<file path="src/design/acs_cfg.svh">
`ifndef ACS_CFG_SVH
`define ACS_CFG_SVH

// system clock rate
`define ACS_CLK_MHZ 20

// register byte offsets
`define ACS_OFS_CTRL 8'h00
`define ACS_OFS_ACQ 8'h04
`define ACS_OFS_PUMP 8'h08
`define ACS_OFS_RESULT 8'h0C
`define ACS_OFS_STATUS 8'h10
`define ACS_OFS_MASK 8'h14

// control register fields
`define ACS_CTRL_ON 0
`define ACS_CTRL_GO 1
`define ACS_CTRL_CHAN_LO 8
`define ACS_CTRL_CHAN_HI 13

// pump control register fields
`define ACS_PUMP_EN 0
`define ACS_PUMP_RDY 1

// status and mask fields
`define ACS_STS_DONE 0
`define ACS_STS_PUMP 1

// reset values
`define ACS_RST_ACQ 13'h0000
`define ACS_RST_CHAN 6'h00
`define ACS_RST_MASK 2'h0

// charge pump start-up, in ns, and in clock cycles rounded up
`define ACS_PUMP_START_NS 10000
`define ACS_PUMP_START_CYC \
    ((`ACS_PUMP_START_NS * `ACS_CLK_MHZ + 999) / 1000)

`endif

</file>
<file path="src/design/acs_pkg.sv">
package acs_pkg;

    typedef enum logic [1:0] {
        ACS_IDLE = 2'b00,
        ACS_ACQ = 2'b01,
        ACS_CONV = 2'b10
    } acs_state_t;

    // state of the countdown timer
    typedef struct packed {
        logic [12:0] cnt;
        logic busy;
        logic done;
    } acs_tmr_t;

    // whole state of the sequencer
    typedef struct packed {
        logic ack;
        logic [31:0] rdat;
        logic on;
        logic go;
        logic [5:0] chan;
        logic [12:0] acq;
        logic pump_en;
        logic pump_rdy;
        logic [11:0] result;
        logic [1:0] sts;
        logic [1:0] msk;
        logic irq;
        acs_state_t state;
        logic conv_start;
        logic sample;
        logic acq_start;
        logic pump_start;
    } acs_regs_t;

endpackage : acs_pkg

</file>
<file path="src/design/acs_sequencer.sv">
`timescale 1ns/1ns
`include "acs_cfg.svh"

// Operation
// - writing one to start bit, with on bit also one, begins a conversion
// - end shows as start bit clear, done flag set, interrupt if the done bit is set in the mask register
// - full acquisition after channel selection before conversion begins
// - pump enable switches pump on, then start-up interval runs
// - pump ready bit set once pump output has settled
// - zero acquisition count disables hardware acquisition timing
module acs_sequencer
    import acs_pkg::*;
(
    input wire logic clk_i,
    input wire logic rst_i,
    input wire logic wb_cyc_i,
    input wire logic wb_stb_i,
    input wire logic wb_we_i,
    input wire logic [7:0] wb_adr_i,
    input wire logic [3:0] wb_sel_i,
    input wire logic [31:0] wb_dat_i,
    output logic [31:0] wb_dat_o,
    output logic wb_ack_o,
    output logic irq_o,
    input wire logic core_done_i,
    input wire logic [11:0] core_result_i,
    output logic conv_start_o,
    output logic sample_o,
    output logic [5:0] channel_o,
    output logic pump_on_o
);

    acs_regs_t r_reg;
    acs_regs_t r_next;
    logic acq_done;
    logic pump_done;
    logic acq_abort;
    logic pump_abort;

    // byte-lane mask from the select lines
    function automatic logic [31:0] lane_mask(input logic [3:0] sel);
        lane_mask = {{8{sel[3]}}, {8{sel[2]}}, {8{sel[1]}}, {8{sel[0]}}};
    endfunction : lane_mask

    // acquisition interval, counted in clock cycles
    acs_timer u_acq_tmr (
        .clk_i(clk_i),
        .rst_i(rst_i),
        .start_i(r_reg.acq_start),
        .abort_i(acq_abort),
        .count_i(r_reg.acq),
        .busy_o(),
        .done_o(acq_done)
    );

    // charge pump start-up interval
    acs_timer u_pump_tmr (
        .clk_i(clk_i),
        .rst_i(rst_i),
        .start_i(r_reg.pump_start),
        .abort_i(pump_abort),
        .count_i(13'(`ACS_PUMP_START_CYC)),
        .busy_o(),
        .done_o(pump_done)
    );

    // timers stop as soon as their owner is switched off
    assign acq_abort = ~r_reg.on;
    assign pump_abort = ~r_reg.pump_en;

    always_comb
    begin
        logic wr;
        logic [31:0] m;
        logic [31:0] wd;
        logic [31:0] ctl;
        logic [1:0] set_ev;
        wr = 1'b0;
        m = 32'h00000000;
        wd = 32'h00000000;
        ctl = 32'h00000000;
        set_ev = 2'h0;
        r_next = r_reg;
        r_next.conv_start = 1'b0;
        r_next.acq_start = 1'b0;
        r_next.pump_start = 1'b0;

        // classic slave: ack one cycle after strobe, write at the ack edge
        r_next.ack = wb_cyc_i & wb_stb_i & ~r_reg.ack;
        wr = wb_cyc_i & wb_stb_i & wb_we_i & r_reg.ack;
        m = lane_mask(wb_sel_i);
        wd = wb_dat_i & m;

        // read mux, registered every cycle; unmapped reads as zero
        r_next.rdat = 32'h00000000;
        case (wb_adr_i)
            `ACS_OFS_CTRL:
            begin
                r_next.rdat[`ACS_CTRL_ON] = r_reg.on;
                r_next.rdat[`ACS_CTRL_GO] = r_reg.go;
                r_next.rdat[`ACS_CTRL_CHAN_HI:`ACS_CTRL_CHAN_LO] = r_reg.chan;
            end
            `ACS_OFS_ACQ: r_next.rdat[12:0] = r_reg.acq;
            `ACS_OFS_PUMP:
            begin
                r_next.rdat[`ACS_PUMP_EN] = r_reg.pump_en;
                r_next.rdat[`ACS_PUMP_RDY] = r_reg.pump_rdy;
            end
            `ACS_OFS_RESULT: r_next.rdat[11:0] = r_reg.result;
            `ACS_OFS_STATUS: r_next.rdat[1:0] = r_reg.sts;
            `ACS_OFS_MASK: r_next.rdat[1:0] = r_reg.msk;
            default: r_next.rdat = 32'h00000000;
        endcase

        // control writes; channel and count frozen while busy so the
        // acquisition in flight always belongs to the chosen channel
        ctl = {18'h00000, r_reg.chan, 6'h00, r_reg.go, r_reg.on};
        ctl = (ctl & ~m) | wd;
        if (wr && wb_adr_i == `ACS_OFS_CTRL)
        begin
            r_next.on = ctl[`ACS_CTRL_ON];
            if (r_reg.state == ACS_IDLE)
                r_next.chan = ctl[`ACS_CTRL_CHAN_HI:`ACS_CTRL_CHAN_LO];
        end
        if (wr && wb_adr_i == `ACS_OFS_ACQ && r_reg.state == ACS_IDLE)
            r_next.acq = (r_reg.acq & ~m[12:0]) | wd[12:0];
        if (wr && wb_adr_i == `ACS_OFS_MASK)
            r_next.msk = (r_reg.msk & ~m[1:0]) | wd[1:0];

        if (wr && wb_adr_i == `ACS_OFS_PUMP && m[`ACS_PUMP_EN])
        begin
            r_next.pump_en = wd[`ACS_PUMP_EN];
            r_next.pump_start = wd[`ACS_PUMP_EN] & ~r_reg.pump_en;
        end
        if (!r_reg.pump_en)
            r_next.pump_rdy = 1'b0;
        else if (pump_done)
        begin
            r_next.pump_rdy = 1'b1;
            set_ev[`ACS_STS_PUMP] = 1'b1;
        end

        // conversion sequence
        case (r_reg.state)
            ACS_IDLE:
            begin
                if (wr && wb_adr_i == `ACS_OFS_CTRL && ctl[`ACS_CTRL_GO]
                    && ctl[`ACS_CTRL_ON])
                begin
                    r_next.go = 1'b1;
                    // acquire on the new channel first
                    if (r_reg.acq != 13'h0000)
                    begin
                        r_next.state = ACS_ACQ;
                        r_next.sample = 1'b1;
                        r_next.acq_start = 1'b1;
                    end
                    else
                    begin
                        r_next.state = ACS_CONV;
                        r_next.conv_start = 1'b1;
                    end
                end
            end
            ACS_ACQ:
            begin
                if (acq_done)
                begin
                    r_next.state = ACS_CONV;
                    r_next.sample = 1'b0;
                    r_next.conv_start = 1'b1;
                end
            end
            ACS_CONV:
            begin
                // go clears with the result, or when on is cleared below
                if (core_done_i)
                begin
                    r_next.result = core_result_i;
                    r_next.go = 1'b0;
                    set_ev[`ACS_STS_DONE] = 1'b1;
                    r_next.state = ACS_IDLE;
                end
            end
            default: r_next.state = ACS_IDLE;
        endcase

        // switching the converter off abandons a conversion, no flag
        if (!r_next.on)
        begin
            r_next.state = ACS_IDLE;
            r_next.go = 1'b0;
            r_next.sample = 1'b0;
            r_next.conv_start = 1'b0;
            r_next.acq_start = 1'b0;
            set_ev[`ACS_STS_DONE] = 1'b0;
        end

        // sticky status, write one to clear; a new event wins the clear
        if (wr && wb_adr_i == `ACS_OFS_STATUS)
            r_next.sts = r_reg.sts & ~wd[1:0];
        r_next.sts = r_next.sts | set_ev;
        r_next.irq = |(r_next.sts & r_next.msk);
    end

    // state register
    always_ff @(posedge clk_i)
    begin
        if (rst_i)
        begin
            r_reg <= '0;
            r_reg.state <= ACS_IDLE;
            r_reg.acq <= `ACS_RST_ACQ;
            r_reg.chan <= `ACS_RST_CHAN;
            r_reg.msk <= `ACS_RST_MASK;
        end
        else
            r_reg <= r_next;
    end

    // all outputs straight from the state register
    assign wb_dat_o = r_reg.rdat;
    assign wb_ack_o = r_reg.ack;
    assign irq_o = r_reg.irq;
    assign conv_start_o = r_reg.conv_start;
    assign sample_o = r_reg.sample;
    assign channel_o = r_reg.chan;
    assign pump_on_o = r_reg.pump_en;

endmodule : acs_sequencer

</file>
<file path="src/design/acs_timer.sv">
`timescale 1ns/1ns
`include "acs_cfg.svh"

module acs_timer
    import acs_pkg::*;
(
    input wire logic clk_i,
    input wire logic rst_i,
    input wire logic start_i,
    input wire logic abort_i,
    input wire logic [12:0] count_i,
    output logic busy_o,
    output logic done_o
);

    acs_tmr_t t_reg;
    acs_tmr_t t_next;

    // count down; done pulses count_i + 1 cycles after start_i
    always_comb
    begin
        t_next = t_reg;
        t_next.done = 1'b0;
        if (abort_i)
        begin
            t_next.busy = 1'b0;
            t_next.cnt = 13'h0000;
        end
        else if (start_i)
        begin
            t_next.cnt = count_i;
            t_next.busy = (count_i != 13'h0000);
        end
        else if (t_reg.busy)
        begin
            if (t_reg.cnt == 13'h0001)
            begin
                t_next.busy = 1'b0;
                t_next.done = 1'b1;
            end
            t_next.cnt = t_reg.cnt - 13'h0001;
        end
    end

    // state register
    always_ff @(posedge clk_i)
    begin
        if (rst_i)
            t_reg <= '0;
        else
            t_reg <= t_next;
    end

    assign busy_o = t_reg.busy;
    assign done_o = t_reg.done;

endmodule : acs_timer

</file>
<file path="config.mk">
export PLATFORM = sky130hd
export DESIGN_NAME = acs_sequencer
export DESIGN_NICKNAME = d
export VERILOG_FILES = /design/src/design/acs_pkg.sv /design/src/design/acs_sequencer.sv /design/src/design/acs_timer.sv
export VERILOG_INCLUDE_DIRS = /design/src /design/src/design
export SDC_FILE = /design/constraint.sdc
export NUM_CORES = 1
export LEC_CHECK = 0
export BUFFER_PORTS_ARGS = -buffer_cell sky130_fd_sc_hd__buf_2
export CORE_ASPECT_RATIO = 1.4
export CORE_MARGIN = 4
export CORE_UTILIZATION = 45
export CTS_BUF_LIST = sky130_fd_sc_hd__clkbuf_8
export DETAILED_ROUTE_END_ITERATION = 10
export PLACE_DENSITY = 0.78
export RECOVER_POWER = 100
export SLEW_MARGIN = 20
export SYNTH_ARGS = -nofsm -noshare
export SYNTH_HDL_FRONTEND = slang
export SYNTH_HIERARCHICAL = 1
export SYNTH_SLANG_ARGS = --single-unit
export TNS_END_PERCENT = 30
</file>
<file path="constraint.sdc">
create_clock -name clk_i -period 5.25 [get_ports clk_i]
set_input_delay 0.525 -clock clk_i [delete_from_list [all_inputs] [get_ports clk_i]]
set_output_delay 0.525 -clock clk_i [all_outputs]
set_load 0.05 [all_outputs]
</file>
==> results.md <==
- The flow ran to the end, but the final reports show violations.
- The final reports fail on max-capacitance violations, max-slew violations.
- The total setup violations reported at the end of the flow is 0.
- The max-cap check violation count is 1.
- The number of antenna violations at the first check in global routing is 0.
- Counting every instance in the synthesized netlist gives approximately 500.
- Counting along the longest clock path gives a buffer depth of 2.
- The clock edge transition at the registers on the reported setup and hold paths is about 0.09 ns.
- The DRC violation count after routing is 0.
- The number of gates resized after CTS was 0.
- Setup repair after global routing left no endpoint under its margin.
- The number of sinks driven by the clock tree is 91.
- The cell with the biggest individual delay on the critical path is nand4_1.
- The largest stage delay on the critical path is about 0.67 ns.
- The slew at the pin with the worst max-slew slack is about 2.2 ns.
- The worst setup path is of the input pin to flop kind.
- After detailed placement, the total cell area comes to about 4700 sq um.
- After routing the design area is around 4800 sq um.
- Among cell families on the critical path, the largest total delay comes from simple AND/OR/NAND/NOR gates.
- The row count is 42.
- The total negative slack is 0 ns.
- The final max-slew violation count is 52.
- After synthesis, the mean cell area works out to 9.00 sq um.
- The arrival time at the worst endpoint is 2.90 ns.
- The flip-flop and latch count after synthesis is about 90.
- Dividing the final minimum period by the clock period gives about half.
- Dividing the detail-routed wire length by the instance count gives ~14 um.
- The die covers 11,500 sq um.
- The top-level I/O count is 105.
- The power density relative to cell area is 246 nW/um^2.
- At the later pin of the worst-skew pair, clock insertion delay measures between 0.3 and 0.4 ns.
- The number of input and output port buffers inserted is 66.
- In this run, synthesis inferred 0 flip-flops with an integrated enable.
- The required time at the endpoint of the critical path is roughly 5.4 ns.
- Yosys printed 6 warnings.
- The instance count on the critical path is 6.
- The depth of the worst register-to-register path is 5.
- STA classifies the critical path startpoint as an input pin.
- The final hold violation count is 0.
- The number of distinct library cells after synthesis is approximately 50.
- The sequential cells in the finished layout cover a total of ~1800 sq um.
- Summed over all cells, the static leakage comes to 0.00187 uW.
- Timing would allow up to around 370 MHz.
- Walking the worst path, the cells encountered are buf_2, or4_1, nor3_1, nand4_1, mux2i_1, nor2_1.
- The initial utilization of the core area, before any placement, comes to 46.4%.
- The area share of the leading cell type in the synthesized netlist is slightly above 40%.
- Summing all multi-input logic gate instances after layout gives 2310 sq um.
- The maximum number of pins on one net before global-route repair is 52.
- The clock root buffer is clkbuf_8.
- The library cell with the highest instance count after synthesis is dfxtp_1.
- 0 antenna diodes ended up in the layout.
- The class of the worst hold path is input pin to flop.
- TritonCTS built the clock tree.
- Detailed placement finished with a half-perimeter wire length of 7170 um.
- The first global-routing pass estimated ~16,000 um of wire.
- The number of hold buffers added after CTS was 0.
- The die height is 125 um.
- For this run, the detailed router's first-pass iteration total came to 5.
- Of the cells placed in the final design, the portion with a size suffix greater than 1 is between 10% and 20%.
- In this run the post-CTS setup repair buffer count came out at 0.
- The maximum net fanout on the critical path is 8.
- In the synthesized netlist the async set-or-reset flop fraction comes to 0%.
- Global routing used approximately 17% of the available tracks across all layers.
- The layout net count is approximately 610.
- The relative slew slack is -45.2%.
- The clock skew after layout is between 0.01 and 0.015 ns.
- The routed wire length is between 9000 and 10,000 um.
- Together, buffers and inverters on the worst path number 1.
- The first routing iteration left between 150 and 200 violations.
- The total clock buffers created by CTS is 9.
- Relative to the synthesized area, the layout overhead comes to 8.94%.
- The number of global-route vias before repair is ~3,500.
- STA classifies the critical path endpoint as a flop.
- The worst path needs approximately 2.7 ns of the cycle, external delays included.
- The peak ir drop on the vdd network is 0.174 mV.
- By area the synthesized netlist is led by dfxtp_1 (41%), mux2i_1 (8.9%), buf_4 (6.8%), nor2_1 (4.9%), a21oi_1 (4.5%).
- Summing every instance area after synthesis gives between 4000 and 5000 sq um.
- In this run the register-to-register setup slack is roughly 2.7 ns.
- Counting instances in the post-synthesis netlist gives the leading cell types as dfxtp_1 (91), nor2_1 (57), a21oi_1 (40), buf_4 (40), nand2_1 (40).
- The detailed-route via count is approximately 3,600.
- Global routing finished with a remaining overflow of 0.
- Of all cell types, the one taking the most synthesized area is dfxtp_1.
- The last weighted congestion value of the routability-driven placer is between 0.8 and 0.9.
- The worst hold path depth is 3.
- The most common flop cell mapped by yosys is dfxtp_1.
- Sequential cells were found to cover 41.3% of the synthesized design area.
- The core area is roughly 9500 sq um.
- In this run the number of H-tree levels came out at 3.
- The number of fill cells in the layout is 915.
- The detail route stage leaves a number of antenna-violating nets equal to 0.
- The via density per instance is just over 5.
- The die boundary width is about 90 um.
==> per-stage QoR <==
stage	hold WS [ns]	cells	worst slack, ns	util, %	total power, uW
finish	0.382	684	2.53	50.5	1180
floorplan	0.433	532	2.93	-	766
global route	0.387	684	2.27	50.5	1220
detailed placement	0.436	669	2.57	49.2	778
global placement	0.422	669	2.63	49.2	777
CTS	0.379	684	2.95	50.9	1190
==> cell type report <==
class	instances	area share [%]
clock buffers	9	2.58
clock inverters	6	0.912
inverters	10	0.781
multi-input cells	370	48.2
flip-flops and latches	91	37.9
well taps	132	3.44
repair buffers	66	6.20
==> path summary, 6_finish.rpt <==
check	start	end
setup / recovery	wb_adr_i[1]	flop
hold / removal	core_result_i[7]	r_reg[18]
setup reg to reg	wb_ack_o	flop
hold reg to reg	wb_ack_o	wb_ack_o
==> worst register-to-register path: cells and delay by family, from the launching register on <==
kind	cells	cell delay, ns
DFF	1	0.35
muxes	1	0.37
and+or+nand+nor	4	1.64
==> power breakdown <==
group | switching (uW) | leakage, uW | internal, uW | total [uW]
Sequential | 0.221 | 0.000733 | 690 | 690
Combinational | 56.0 | 0.00106 | 16.7 | 72.8
Clock | 250 | 0.0000791 | 170 | 420
Total | 306 | 0.00187 | 876 | 1180
==> layout by cell type (no fill, tap or decap), drive strengths merged, types with 3 or more instances in the layout <==
cell type / instances
buf: 40
nor4b: 7
nand4: 5
clkinvlp: 3
conb: 44
nand3: 10
o21ai: 20
a22oi: 5
or4: 4
dfxtp: 91
nor4: 16
or4b: 3
inv: 12
ha: 4
xor2: 12
xnor2: 12
nand3b: 3
mux2: 4
mux2i: 39
nor3: 15
or2: 4
nand2: 40
or3: 3
a21oi: 40
clkbuf: 35
nor2: 57
==> metal layers <==
layer  track usage, %  wire length, um  share of wire [%]  up-vias
li1                 -                -                  -     1744
met1             18.8             3980                 41     1667
met2             30.9             5020                 52      120
met3             3.49              458                4.7       20
met4             7.46              246                2.5        0
met5                0                0                  0        -
==> cell families (layout without fill, tap and decap cells) <==
| group | after synthesis | count (layout) | share of synthesized area [%] |
|---|---|---|---|
| DFF | 91 | 91 | 41.3 |
| adders and majority gates | 4 | 4 | 1.14 |
| other | 2 | 44 | 0.170 |
| buffers and inverters | 71 | 91 | 9.59 |
| muxes | 45 | 45 | 10.9 |
| xor gates and xnor gates | 24 | 24 | 4.77 |
| AOI/OAI and AO/OA | 73 | 73 | 9.25 |
| and+or+nand+nor | 180 | 180 | 22.9 |
Note: power is estimated with default switching activity, not from simulation.
